===== src/inc/tpcb_pkg.sv =====
// shared constants, types and register map of the test pattern color bank
package tpcb_pkg;

	// ----------------------------------------------------------------
	// bus geometry
	// ----------------------------------------------------------------
	localparam int TPCB_ADDR_W = 8;                     // byte address width
	localparam int TPCB_DATA_W = 32;                    // bus data width
	localparam int TPCB_IDX_W  = 6;                     // register index width
	localparam int TPCB_IDX_LSB = 2;                    // byte address = index * 4

	// ----------------------------------------------------------------
	// register indices (byte address is four times the index)
	// ----------------------------------------------------------------
	localparam logic [5:0] TPCB_IDX_COLOR0  = 6'h10;    // first color entry
	localparam logic [5:0] TPCB_IDX_COLOR1  = 6'h11;
	localparam logic [5:0] TPCB_IDX_COLOR2  = 6'h12;
	localparam logic [5:0] TPCB_IDX_COLOR3  = 6'h13;
	localparam logic [5:0] TPCB_IDX_COLOR4  = 6'h14;
	localparam logic [5:0] TPCB_IDX_COLOR5  = 6'h15;
	localparam logic [5:0] TPCB_IDX_COLOR6  = 6'h16;
	localparam logic [5:0] TPCB_IDX_COLOR7  = 6'h17;
	localparam logic [5:0] TPCB_IDX_COLOR8  = 6'h18;
	localparam logic [5:0] TPCB_IDX_COLOR9  = 6'h19;
	localparam logic [5:0] TPCB_IDX_COLOR10 = 6'h1a;
	localparam logic [5:0] TPCB_IDX_COLOR11 = 6'h1b;
	localparam logic [5:0] TPCB_IDX_COLOR12 = 6'h1c;
	localparam logic [5:0] TPCB_IDX_COLOR13 = 6'h1d;
	localparam logic [5:0] TPCB_IDX_COLOR14 = 6'h1e;
	localparam logic [5:0] TPCB_IDX_COLOR15 = 6'h1f;    // last color entry
	localparam logic [5:0] TPCB_IDX_CTRL    = 6'h20;    // pattern mode select
	localparam logic [5:0] TPCB_IDX_STATUS  = 6'h21;    // read-only state

	// ----------------------------------------------------------------
	// reset values and field layout
	// ----------------------------------------------------------------
	localparam int TPCB_NUM_COLORS = 16;                // entries in the set
	localparam logic [7:0] TPCB_COLOR8_RESET  = 8'h00;  // no value given
	localparam logic [7:0] TPCB_COLOR11_RESET = 8'h00;  // no value given
	localparam logic [15:0][7:0] TPCB_COLOR_RESET = {
		8'h00, 8'h00, 8'h00, 8'h00, TPCB_COLOR11_RESET, 8'h00, 8'h00,
		TPCB_COLOR8_RESET, 8'h80, 8'h0f, 8'hcc, 8'h55, 8'h7f, 8'hf0, 8'h33, 8'haa};
	localparam int TPCB_CTRL_MODE_LSB = 0;              // mode field position
	localparam logic [1:0] TPCB_CTRL_RESET = 2'h0;      // pattern off
	localparam logic [1:0] TPCB_MODE_OFF   = 2'h0;      // field codes
	localparam logic [1:0] TPCB_MODE_BAR   = 2'h1;
	localparam logic [1:0] TPCB_MODE_FIXED = 2'h2;
	localparam int TPCB_STAT_BYTE_LSB = 0;              // last byte sent
	localparam int TPCB_STAT_MODE_LSB = 8;              // active mode field
	localparam logic [1:0] TPCB_RESP_OKAY   = 2'h0;
	localparam logic [1:0] TPCB_RESP_SLVERR = 2'h2;

	// ----------------------------------------------------------------
	// types
	// ----------------------------------------------------------------
	typedef enum logic [2:0] {
		TPCB_OFF   = 3'b001,
		TPCB_BAR   = 3'b010,
		TPCB_FIXED = 3'b100
	} tpcb_mode_t;

	typedef struct packed {
		logic       en;                                 // one-cycle write pulse
		logic       strb;                               // low byte lane enabled
		logic [5:0] idx;                                // register index
		logic [7:0] data;                               // low byte of wdata
	} tpcb_wr_cmd_t;

	typedef struct packed {
		logic       valid;                              // byte present
		logic [7:0] data;                               // pattern byte
	} tpcb_pix_t;

endpackage


===== src/design/tpcb_color_mux.sv =====
// picks the pattern byte for the current bar or fixed-pattern position
`timescale 1ns/1ps
module tpcb_color_mux (
	input  wire logic [15:0][7:0]     colors,
	input  tpcb_pkg::tpcb_mode_t      mode,
	input  wire logic [2:0]           bar_index,
	input  wire logic [3:0]           byte_index,
	output logic [7:0]                sel_byte
);
	import tpcb_pkg::*;

	// ----------------------------------------------------------------
	// selection
	// ----------------------------------------------------------------
	// bar index is only three bits, so entries eight up never reach the
	// output in bar mode
	always_comb
	begin
		sel_byte = 8'h00;
		unique case (mode)
			TPCB_BAR:   sel_byte = colors[{1'b0, bar_index}];
			TPCB_FIXED: sel_byte = colors[byte_index];
			TPCB_OFF:   sel_byte = 8'h00;                      // idle value
		endcase
	end
endmodule // tpcb_color_mux


===== src/design/tpcb_axil_slave.sv =====
// axi4-lite slave front end: handshakes, write pulse, read capture
`timescale 1ns/1ps
module tpcb_axil_slave (
	input  wire logic                  aclk,
	input  wire logic                  aresetn,
	input  wire logic [7:0]            awaddr,
	input  wire logic                  awvalid,
	output logic                       awready,
	input  wire logic [31:0]           wdata,
	input  wire logic [3:0]            wstrb,
	input  wire logic                  wvalid,
	output logic                       wready,
	output logic [1:0]                 bresp,
	output logic                       bvalid,
	input  wire logic                  bready,
	input  wire logic [7:0]            araddr,
	input  wire logic                  arvalid,
	output logic                       arready,
	output logic [31:0]                rdata,
	output logic [1:0]                 rresp,
	output logic                       rvalid,
	input  wire logic                  rready,
	output tpcb_pkg::tpcb_wr_cmd_t     wr_cmd,
	input  wire logic                  wr_hit,
	output logic [5:0]                 rd_idx,
	input  wire logic [31:0]           rd_data,
	input  wire logic                  rd_hit
);
	import tpcb_pkg::*;

	logic       aw_held_reg, aw_held_next;   // address waiting for data
	logic [5:0] aw_idx_reg, aw_idx_next;     // held write index
	logic       w_held_reg, w_held_next;     // data waiting for address
	logic [7:0] w_data_reg, w_data_next;     // held low byte
	logic       w_strb_reg, w_strb_next;     // held lane-0 enable
	logic       bvalid_reg, bvalid_next;
	logic [1:0] bresp_reg, bresp_next;
	logic       rvalid_reg, rvalid_next;
	logic [31:0] rdata_reg, rdata_next;
	logic [1:0] rresp_reg, rresp_next;
	logic       do_write;                    // both halves present

	// ----------------------------------------------------------------
	// handshakes
	// ----------------------------------------------------------------
	assign awready  = !aw_held_reg;
	assign wready   = !w_held_reg;
	assign arready  = !rvalid_reg;            // one read in flight at most
	assign do_write = aw_held_reg && w_held_reg && !bvalid_reg;
	assign rd_idx   = araddr[TPCB_IDX_LSB +: TPCB_IDX_W];
	assign wr_cmd   = '{en: do_write, strb: w_strb_reg, idx: aw_idx_reg, data: w_data_reg};
	assign bvalid   = bvalid_reg;
	assign bresp    = bresp_reg;
	assign rvalid   = rvalid_reg;
	assign rdata    = rdata_reg;
	assign rresp    = rresp_reg;

	// next state of both channels
	always_comb
	begin
		aw_held_next = aw_held_reg;
		aw_idx_next  = aw_idx_reg;
		w_held_next  = w_held_reg;
		w_data_next  = w_data_reg;
		w_strb_next  = w_strb_reg;
		bvalid_next  = bvalid_reg;
		bresp_next   = bresp_reg;
		rvalid_next  = rvalid_reg;
		rdata_next   = rdata_reg;
		rresp_next   = rresp_reg;
		if (awvalid && awready)
		begin
			aw_held_next = 1'b1;
			aw_idx_next  = awaddr[TPCB_IDX_LSB +: TPCB_IDX_W];
		end
		if (wvalid && wready)
		begin
			w_held_next = 1'b1;
			w_data_next = wdata[7:0];
			w_strb_next = wstrb[0];
		end
		if (bvalid_reg && bready)
			bvalid_next = 1'b0;
		// write lands on the same edge that raises bvalid
		if (do_write)
		begin
			aw_held_next = 1'b0;
			w_held_next  = 1'b0;
			bvalid_next  = 1'b1;
			bresp_next   = wr_hit ? TPCB_RESP_OKAY : TPCB_RESP_SLVERR;
		end
		if (rvalid_reg && rready)
			rvalid_next = 1'b0;
		if (arvalid && arready)
		begin
			rvalid_next = 1'b1;
			rdata_next  = rd_hit ? rd_data : 32'h0000_0000;
			rresp_next  = rd_hit ? TPCB_RESP_OKAY : TPCB_RESP_SLVERR;
		end
	end

	// registers only
	always_ff @(posedge aclk)
	begin
		if (!aresetn)
		begin
			aw_held_reg <= 1'b0;
			aw_idx_reg  <= 6'h00;
			w_held_reg  <= 1'b0;
			w_data_reg  <= 8'h00;
			w_strb_reg  <= 1'b0;
			bvalid_reg  <= 1'b0;
			bresp_reg   <= 2'h0;
			rvalid_reg  <= 1'b0;
			rdata_reg   <= 32'h0000_0000;
			rresp_reg   <= 2'h0;
		end
		else
		begin
			aw_held_reg <= aw_held_next;
			aw_idx_reg  <= aw_idx_next;
			w_held_reg  <= w_held_next;
			w_data_reg  <= w_data_next;
			w_strb_reg  <= w_strb_next;
			bvalid_reg  <= bvalid_next;
			bresp_reg   <= bresp_next;
			rvalid_reg  <= rvalid_next;
			rdata_reg   <= rdata_next;
			rresp_reg   <= rresp_next;
		end
	end
endmodule // tpcb_axil_slave


===== src/design/tpcb_top.sv =====
// test pattern color bank: sixteen color bytes, mode select, pattern byte out
//
// What this block does
// - bar four sends color entry 0x14
// - bar five sends color entry 0x15
// - bar six sends color entry 0x16
// - bar seven sends color entry 0x17
// - fixed bytes five-eight from 0x14-0x17
// - fixed bytes nine-twelve from 0x18-0x1b
// - fixed bytes thirteen-sixteen from 0x1c-0x1f
// - bars zero-three send entries 0x10-0x13
// - fixed bytes one-four from 0x10-0x13
//
// The AXI4-Lite slave port was decided locally.
`timescale 1ns/1ps
module tpcb_top (
	input  wire logic                  aclk,
	input  wire logic                  aresetn,
	input  wire logic [7:0]            awaddr,
	input  wire logic                  awvalid,
	output logic                       awready,
	input  wire logic [31:0]           wdata,
	input  wire logic [3:0]            wstrb,
	input  wire logic                  wvalid,
	output logic                       wready,
	output logic [1:0]                 bresp,
	output logic                       bvalid,
	input  wire logic                  bready,
	input  wire logic [7:0]            araddr,
	input  wire logic                  arvalid,
	output logic                       arready,
	output logic [31:0]                rdata,
	output logic [1:0]                 rresp,
	output logic                       rvalid,
	input  wire logic                  rready,
	input  wire logic                  pix_req,
	input  wire logic [2:0]            bar_index,
	input  wire logic [3:0]            byte_index,
	output tpcb_pkg::tpcb_pix_t        pix_out,
	output tpcb_pkg::tpcb_mode_t       mode_out
);
	import tpcb_pkg::*;

	// ----------------------------------------------------------------
	// declarations
	// ----------------------------------------------------------------
	tpcb_wr_cmd_t     wr_cmd;                // write pulse from the bus side
	logic             wr_hit;                // write index is mapped
	logic [5:0]       rd_idx;                // read index from the bus side
	logic [31:0]      rd_data;               // read word for that index
	logic             rd_hit;                // read index is mapped
	logic [15:0][7:0] color_reg;             // the color set
	logic [15:0][7:0] color_next;
	logic [1:0]       ctrl_mode_reg;         // mode field as written
	logic [1:0]       ctrl_mode_next;
	tpcb_mode_t       mode;                  // decoded active mode
	logic [7:0]       sel_byte;              // byte chosen for this request
	tpcb_pix_t        pix_reg;               // registered pattern output
	tpcb_pix_t        pix_next;
	logic [7:0]       last_byte_reg;         // last byte actually sent
	logic [7:0]       last_byte_next;
	logic             wr_color;              // write aimed at a color entry
	logic             rd_color;              // read aimed at a color entry

	// ----------------------------------------------------------------
	// bus front end
	// ----------------------------------------------------------------
	// the slave owns all handshakes; this module only decodes indices
	tpcb_axil_slave u_slave (
		.aclk    (aclk),
		.aresetn (aresetn),
		.awaddr  (awaddr),
		.awvalid (awvalid),
		.awready (awready),
		.wdata   (wdata),
		.wstrb   (wstrb),
		.wvalid  (wvalid),
		.wready  (wready),
		.bresp   (bresp),
		.bvalid  (bvalid),
		.bready  (bready),
		.araddr  (araddr),
		.arvalid (arvalid),
		.arready (arready),
		.rdata   (rdata),
		.rresp   (rresp),
		.rvalid  (rvalid),
		.rready  (rready),
		.wr_cmd  (wr_cmd),
		.wr_hit  (wr_hit),
		.rd_idx  (rd_idx),
		.rd_data (rd_data),
		.rd_hit  (rd_hit)
	);

	// ----------------------------------------------------------------
	// address decode
	// ----------------------------------------------------------------
	// the color set is one contiguous run of indices, so a range test
	// covers all sixteen entries
	assign wr_color = (wr_cmd.idx >= TPCB_IDX_COLOR0) && (wr_cmd.idx <= TPCB_IDX_COLOR15);
	assign rd_color = (rd_idx >= TPCB_IDX_COLOR0) && (rd_idx <= TPCB_IDX_COLOR15);

	// status accepts writes silently; only unmapped indices error
	assign wr_hit = wr_color
		|| (wr_cmd.idx == TPCB_IDX_CTRL)
		|| (wr_cmd.idx == TPCB_IDX_STATUS);
	assign rd_hit = rd_color
		|| (rd_idx == TPCB_IDX_CTRL)
		|| (rd_idx == TPCB_IDX_STATUS);

	// ----------------------------------------------------------------
	// color set
	// ----------------------------------------------------------------
	// one entry per loop pass; every entry stays readable and writable
	// whatever the mode
	for (genvar gi = 0; gi < TPCB_NUM_COLORS; gi++)
	begin : g_color
		// next value: a lane-0 write to this entry replaces it
		always_comb
		begin
			color_next[gi] = color_reg[gi];
			if (wr_cmd.en && wr_cmd.strb && wr_color
				&& (wr_cmd.idx[3:0] == 4'(gi)))
				color_next[gi] = wr_cmd.data;
		end

		// storage; reset values differ per entry
		always_ff @(posedge aclk)
		begin
			if (!aresetn)
				color_reg[gi] <= TPCB_COLOR_RESET[gi];
			else
				color_reg[gi] <= color_next[gi];
		end
	end

	// ----------------------------------------------------------------
	// mode control
	// ----------------------------------------------------------------
	// next value of the mode field
	always_comb
	begin
		ctrl_mode_next = ctrl_mode_reg;
		if (wr_cmd.en && wr_cmd.strb && (wr_cmd.idx == TPCB_IDX_CTRL))
			ctrl_mode_next = wr_cmd.data[TPCB_CTRL_MODE_LSB +: 2];
	end

	// mode register
	always_ff @(posedge aclk)
	begin
		if (!aresetn)
			ctrl_mode_reg <= TPCB_CTRL_RESET;
		else
			ctrl_mode_reg <= ctrl_mode_next;
	end

	// decode; the spare code is read back as written but acts as off,
	// so a stray value can never produce a pattern
	always_comb
	begin
		case (ctrl_mode_reg)
			TPCB_MODE_BAR:   mode = TPCB_BAR;
			TPCB_MODE_FIXED: mode = TPCB_FIXED;
			default:         mode = TPCB_OFF;
		endcase
	end

	assign mode_out = mode;

	// ----------------------------------------------------------------
	// pattern byte
	// ----------------------------------------------------------------
	tpcb_color_mux u_mux (
		.colors     (color_reg),
		.mode       (mode),
		.bar_index  (bar_index),
		.byte_index (byte_index),
		.sel_byte   (sel_byte)
	);

	// one byte per request, one cycle later; a color written in the same
	// cycle as a request shows up from the following request on
	always_comb
	begin
		pix_next       = '{valid: 1'b0, data: pix_reg.data};
		last_byte_next = last_byte_reg;
		if (pix_req && (mode != TPCB_OFF))
		begin
			pix_next.valid = 1'b1;
			pix_next.data  = sel_byte;
			last_byte_next = sel_byte;
		end
	end

	// output and history registers
	always_ff @(posedge aclk)
	begin
		if (!aresetn)
		begin
			pix_reg       <= '{valid: 1'b0, data: 8'h00};
			last_byte_reg <= 8'h00;
		end
		else
		begin
			pix_reg       <= pix_next;
			last_byte_reg <= last_byte_next;
		end
	end

	assign pix_out = pix_reg;

	// ----------------------------------------------------------------
	// read mux
	// ----------------------------------------------------------------
	// narrow registers sit in the low bits, upper bits read zero
	always_comb
	begin
		rd_data = 32'h0000_0000;
		if (rd_color)
			rd_data[7:0] = color_reg[rd_idx[3:0]];
		else if (rd_idx == TPCB_IDX_CTRL)
			rd_data[TPCB_CTRL_MODE_LSB +: 2] = ctrl_mode_reg;
		else if (rd_idx == TPCB_IDX_STATUS)
		begin
			rd_data[TPCB_STAT_BYTE_LSB +: 8] = last_byte_reg;
			rd_data[TPCB_STAT_MODE_LSB +: 3] = mode;
		end
	end
endmodule // tpcb_top


===== config.mk =====
export PLATFORM = sky130hd
export DESIGN_NAME = tpcb_top
export DESIGN_NICKNAME = d
export VERILOG_FILES = /design/src/inc/tpcb_pkg.sv /design/src/design/tpcb_color_mux.sv /design/src/design/tpcb_axil_slave.sv /design/src/design/tpcb_top.sv
export SDC_FILE = /design/constraint.sdc
export NUM_CORES = 1
export LEC_CHECK = 0
export ABC_AREA = 1
export BUFFER_PORTS_ARGS = -buffer_cell sky130_fd_sc_hd__clkbuf_2
export CAP_MARGIN = 20
export CORE_MARGIN = 8
export CORE_UTILIZATION = 50
export CTS_CLUSTER_SIZE = 10
export DETAILED_ROUTE_END_ITERATION = 12
export GPL_ROUTABILITY_DRIVEN = 0
export PLACE_DENSITY = 0.7
export SLEW_MARGIN = 15
export SYNTH_ARGS = -nofsm -noshare
export SYNTH_HDL_FRONTEND = slang
export SYNTH_HIERARCHICAL = 1
export SYNTH_SLANG_ARGS = --single-unit

===== constraint.sdc =====
create_clock -name aclk -period 4.9 [get_ports aclk]
set_input_delay 0 -clock aclk [delete_from_list [all_inputs] [get_ports aclk]]
set_output_delay 0 -clock aclk [all_outputs]
set_load 0.05 [all_outputs]

; Yosys cells after proc, flatten, opt, wreduce, memory -nomap -nowiden
; Cells that the tools add are included.
[word_totals]
regBits = 194
inputBits = 67
output_inout_bits = 53
elab_cells = 124
[op_classes]
magnitude_cmp = 7
eq_ne = 25
muxes = 21
bitwise = 1
reduce_logical = 41
[op_table]
columns = op, count
row1 = $bmux 8 s4, 2
row2 = $eq 4x4->1 const B, 8
row3 = $mux 8, 4
row4 = $logic_and 1x1->1, 29
row5 = $bmux 8 s3, 1
row6 = $eq 6x6->1 const B, 4
row7 = $pmux 8 s3, 1
row8 = $mux 11, 2
row9 = $mux 9, 2
row10 = $eq 4x3->1 const B, 4
row11 = $ge 6x5->1 const B, 2
row12 = $le 6x5->1 const B, 2
row13 = $lt 4x5->1 const B, 2
row14 = $eq 4x2->1 const B, 2
row15 = $mux 2, 3
row16 = $pmux 3 s2, 1
row17 = $lt 3x5->1 const B, 1
row18 = $eq 4x1->1 const B, 1
row19 = $logic_not 1->1, 4
row20 = $logic_not 4->1, 1
row21 = $logic_or 1x1->1, 4
row22 = $mux 1, 4
row23 = $reduce_bool 2->1, 2
row24 = $eq 3x1->1 const B, 1
row25 = 8 further kinds, 8

; Logic depth before layout (Yosys ltp)
[depth]
ltp_word = 6
mapped_depth = 16

; Modules after synthesis
; The synthesis kept the hierarchy.
[by_module_without_submodules]
columns = module, instances, cells_each, area_per_inst_um2, seq_area_each_um2
row1 = tpcb_top, 1, 922, 6558.8, 2782.7
row2 = tpcb_axil_slave, 1, 341, 2250.9, 1061.0
row3 = tpcb_color_mux, 1, 519, 2247.2, 0.0

; Worst setup path before layout
; OpenSTA, ideal clock, no wires.
[synth_timing]
path_kind = flip-flop to flip-flop
from = register ctrl_mode_reg[0]
to = register last_byte_reg[0]
setup_ns = 0.116
t_arrival_ns = 1.869
t_required_ns = 4.784
setup_slack_ns = 2.915
stages_incl_launch_ff = 10
n_path_buf = 1
synth_period_minus_slack_ns = 1.985
path_cell_list = dfxtp_1 -> inv_1 -> ha_1 -> xnor2_1 -> or2_2 -> buf_1 -> nand3_1 -> nand2_1 -> o21ai_0 -> nor2_1
[synth_via]
elab_chain_cells = 4
[synth_lines]
columns = item, line
row1 = from (decl), tpcb_top.sv:54  ; logic [1:0] ctrl_mode_reg;
row2 = from (signal assigned), tpcb_top.sv:155  ; ctrl_mode_reg <= ctrl_mode_next;
row3 = $eq 2x2->1 or $eq 2x1->1 (tied branches), tpcb_top.sv:162  ; case (ctrl_mode_reg)
row4 = $pmux 3 s2 *, tpcb_top.sv:162
row5 = named net mode_out[0], tpcb_top.sv:40  ; output tpcb_pkg::tpcb_mode_t mode_out
row6 = "$eq 3x1->1, or another cell as far along", tpcb_color_mux.sv:20  ; unique case (mode)
row7 = $pmux 8 s3 *, tpcb_color_mux.sv:20
row8 = named net sel_byte[0], tpcb_top.sv:57  ; logic [7:0] sel_byte;
row9 = to (signal assigned), tpcb_top.sv:207  ; last_byte_reg <= last_byte_next;
row10 = to (decl), tpcb_top.sv:60  ; logic [7:0] last_byte_reg;
; Mark *: on every way through the listed nets, which the timed path passes. The rest lies on a longest branch.
; A chain may end at the register's enable or synchronous reset.

==> flow_summary.json <==
{
  "num_antenna_cells": 0,
  "pre_cts_slack_ns": 2.34,
  "cts_made_buffers": 17,
  "drv_cap": 0,
  "cts_buffer_depth": 2,
  "slew-limit-headroom_pct": 30.7,
  "hold_viol": 0,
  "cp-end-kind": "register",
  "peakVddDrop_uv": 215,
  "reg2reg_from": "u_slave/w_held_reg",
  "pin_count": 120,
  "antenna_found_initial": 0,
  "syn_area_per_cell_um2": 6.20,
  "status": "completed",
  "drt.antenna.violating_nets": 0,
  "coreArea_um2": 21800,
  "yosys.area_share.xor_xnor_pct": 0.0792,
  "timing.fmax_mhz": 434,
  "slowest_delay_ns": 0.58,
  "post-route-min-period_ns": 2.31,
  "drt_wl_total_um": 35300,
  "yosysWarnings": 6,
  "synthMuxAreaShare_pct": 0,
  "ys_seq_elements": 192,
  "synth_top_area_share_pct": 34.8,
  "yosys-top-cells-area": "dfxtp_1, nand2_1, nand3_1",
  "grt.overflow.total": 0,
  "start_util_pct": 50.8,
  "cp_cell_sequence": "nand2_1, nor2_1, nand2_2, nor2_8, nand4_1, o21ai_0, a21oi_1",
  "critPathSlowestCell": "nand4_1",
  "async_flop_share_pct": 0,
  "final_nets": 1890,
  "synth_compound_area_share_pct": 16.0,
  "setup_ws_ns": 2.59,
  "synth_ff_type": "dfxtp_1",
  "synth_area_um2": 11100,
  "dr.pass1.iters": 8,
  "grt_max_degree": 92,
  "slew_viol_final": 0,
  "cp_max_fo": 16,
  "yosysMostFrequentCell": "nand2_1",
  "reg2reg_setup_slack_ns": 2.59,
  "viasPerCell": 5.40,
  "tns_ns": 0,
  "drive_above_1_share_pct": 9.60,
  "yosys.area.top_type": "dfxtp_1",
  "worstMarginPinSlew_ns": 1.04,
  "chipHeight_um": 165,
  "drtIter0Drc": 1241,
  "p_leak_uw": 0.00597,
  "wl_per_cell_um": 16.7,
  "hold_path_depth": 3,
  "areaGrowthSynthToFinish_pct": 9.99,
  "hold_start": "pix_req",
  "clock_latency_ns": 0.44,
  "skew_ns": 0.0136,
  "cts-resized-gates": 0,
  "setup_viol": 0,
  "largest_reg_flops": 128,
  "port_buffers": 86,
  "clk_pin_slew_worst_paths_ns": 0.08,
  "dr_total_vias": 11400,
  "powerDensity_nw_per_um2": 300,
  "post_cts_buffers": 0,
  "synth-seq-area-share_pct": 34.8,
  "yosys-top-cells-count": "nand2_1, inv_1, nand3_1",
  "grt_pass1_wl_um": 54900,
  "r2r_end": "color_reg[124]",
  "yosys.area_share.simple_pct": 34.5,
  "fin_util_pct": 55.9,
  "cts_tree": "done",
  "synth_top_family_by_area": "simple AND/OR/NAND/NOR gates",
  "syn_inst": 1782,
  "clkSinkCount": 192,
  "holdPathEnd": "pix_out[8]",
  "die_w_um": 165,
  "period_share_pct": 47.0,
  "grt_pass1_vias": 10300,
  "start_kind": "register",
  "track_usage_pct": 25.7,
  "path_class": "reg -> reg",
  "cts_max_level": 4,
  "synth_edf_count": 0,
  "postCtsHoldBufs": 19,
  "critPathRequiredTime_ns": 5.20,
  "rsz0062_at_grt": "no",
  "critical_path_arrival_ns": 2.61,
  "rows": 54,
  "root_buffer": "clkbuf_16",
  "die_area_um2": 27100,
  "drcViolationCount": 0,
  "synth_fa_ha_area_share_pct": 0.226,
  "reg2reg_depth": 7,
  "dp_hpwl_um": 22300,
  "critPathLaunch": "u_slave/w_held_reg",
  "hold_path_class": "in -> reg",
  "yosysUniqueCellTypes": 38
}
worst max-delay path: cells and delay by family, from the launching register on:
family | cells | cell delay, ns
simple gates | 5 | 1.30
flops | 1 | 0.39
compound gates | 2 | 0.45
cell usage in the layout, fill, tap and decap left out, drive strengths merged, types with 7 or more instances in the layout:
| cell type | Yosys | final |
|---|---|---|
| nand4 | 7 | 7 |
| dfxtp | 192 | 192 |
| dlygate4sd3 | 0 | 19 |
| nand3 | 207 | 207 |
| buf | 83 | 11 |
| nand2 | 545 | 545 |
| inv | 241 | 246 |
| nor2 | 123 | 123 |
| o21ai | 151 | 151 |
| clkinv | 9 | 14 |
| clkbuf | 33 | 103 |
| a21oi | 142 | 142 |
| conb | 2 | 23 |
| o211ai | 32 | 32 |
final cells by class:
type                    count  area (um2)
fillers                  2179        9590
clock inverters            14         173
well taps                 280         350
clock buffers              18         439
inverters                 250         938
repair buffers            115         711
flip-flops and latches    192        3840
multi-input cells        1245        5710
report_power, final:
part / leakage, uW / internal, uW / switching (uW)
Clock: 0.000295 / 786 / 683
Sequential: 0.00156 / 1590 / 42.5
Combinational: 0.00411 / 140 / 403
Total: 0.00597 / 2520 / 1130
worst max-delay path by stage:
stage,end,cells past startpoint,slack [ns]
after floorplan,last_byte_reg[0],9,2.92
after global placement,u_slave/rdata[1],10,2.41
after detailed placement,u_slave/rdata[1],10,2.34
after CTS,color_reg[124],7,2.62
after global routing,color_reg[120],7,2.37
final,color_reg[124],7,2.59
cell families after synthesis:
family | count (synthesis)
xor gates and xnor gates | 1
adders and majority gates | 2
other | 2
DFF | 192
and+or+nand+nor | 886
AOI/OAI and AO/OA | 333
buffers and inverters | 366
per-layer routing:
layer / up-vias / global-route usage (%) / routed length [um]
met5: - / 0 / 0
met4: 0 / 10.4 / 1170
met3: 96 / 4.69 / 3260
met2: 518 / 40.9 / 16000
met1: 5109 / 33.9 / 14900
li1: 5686 / - / -
through the flow:
stage / instance area [um2] / power (uW) / hold slack (ns) / std cells
finish: 12200 / 3650 / 0.000727 / 2114
detailed placement: 11300 / 2190 / 0.260 / 2062
global route: 12200 / 3780 / 0.0365 / 2114
CTS: 12100 / 3650 / 0.00127 / 2113
floorplan: 11100 / 2050 / 0.165 / 1803
global placement: 11300 / 2180 / 0.251 / 2062
No activity file was read; power rests on OpenSTA's default activity.
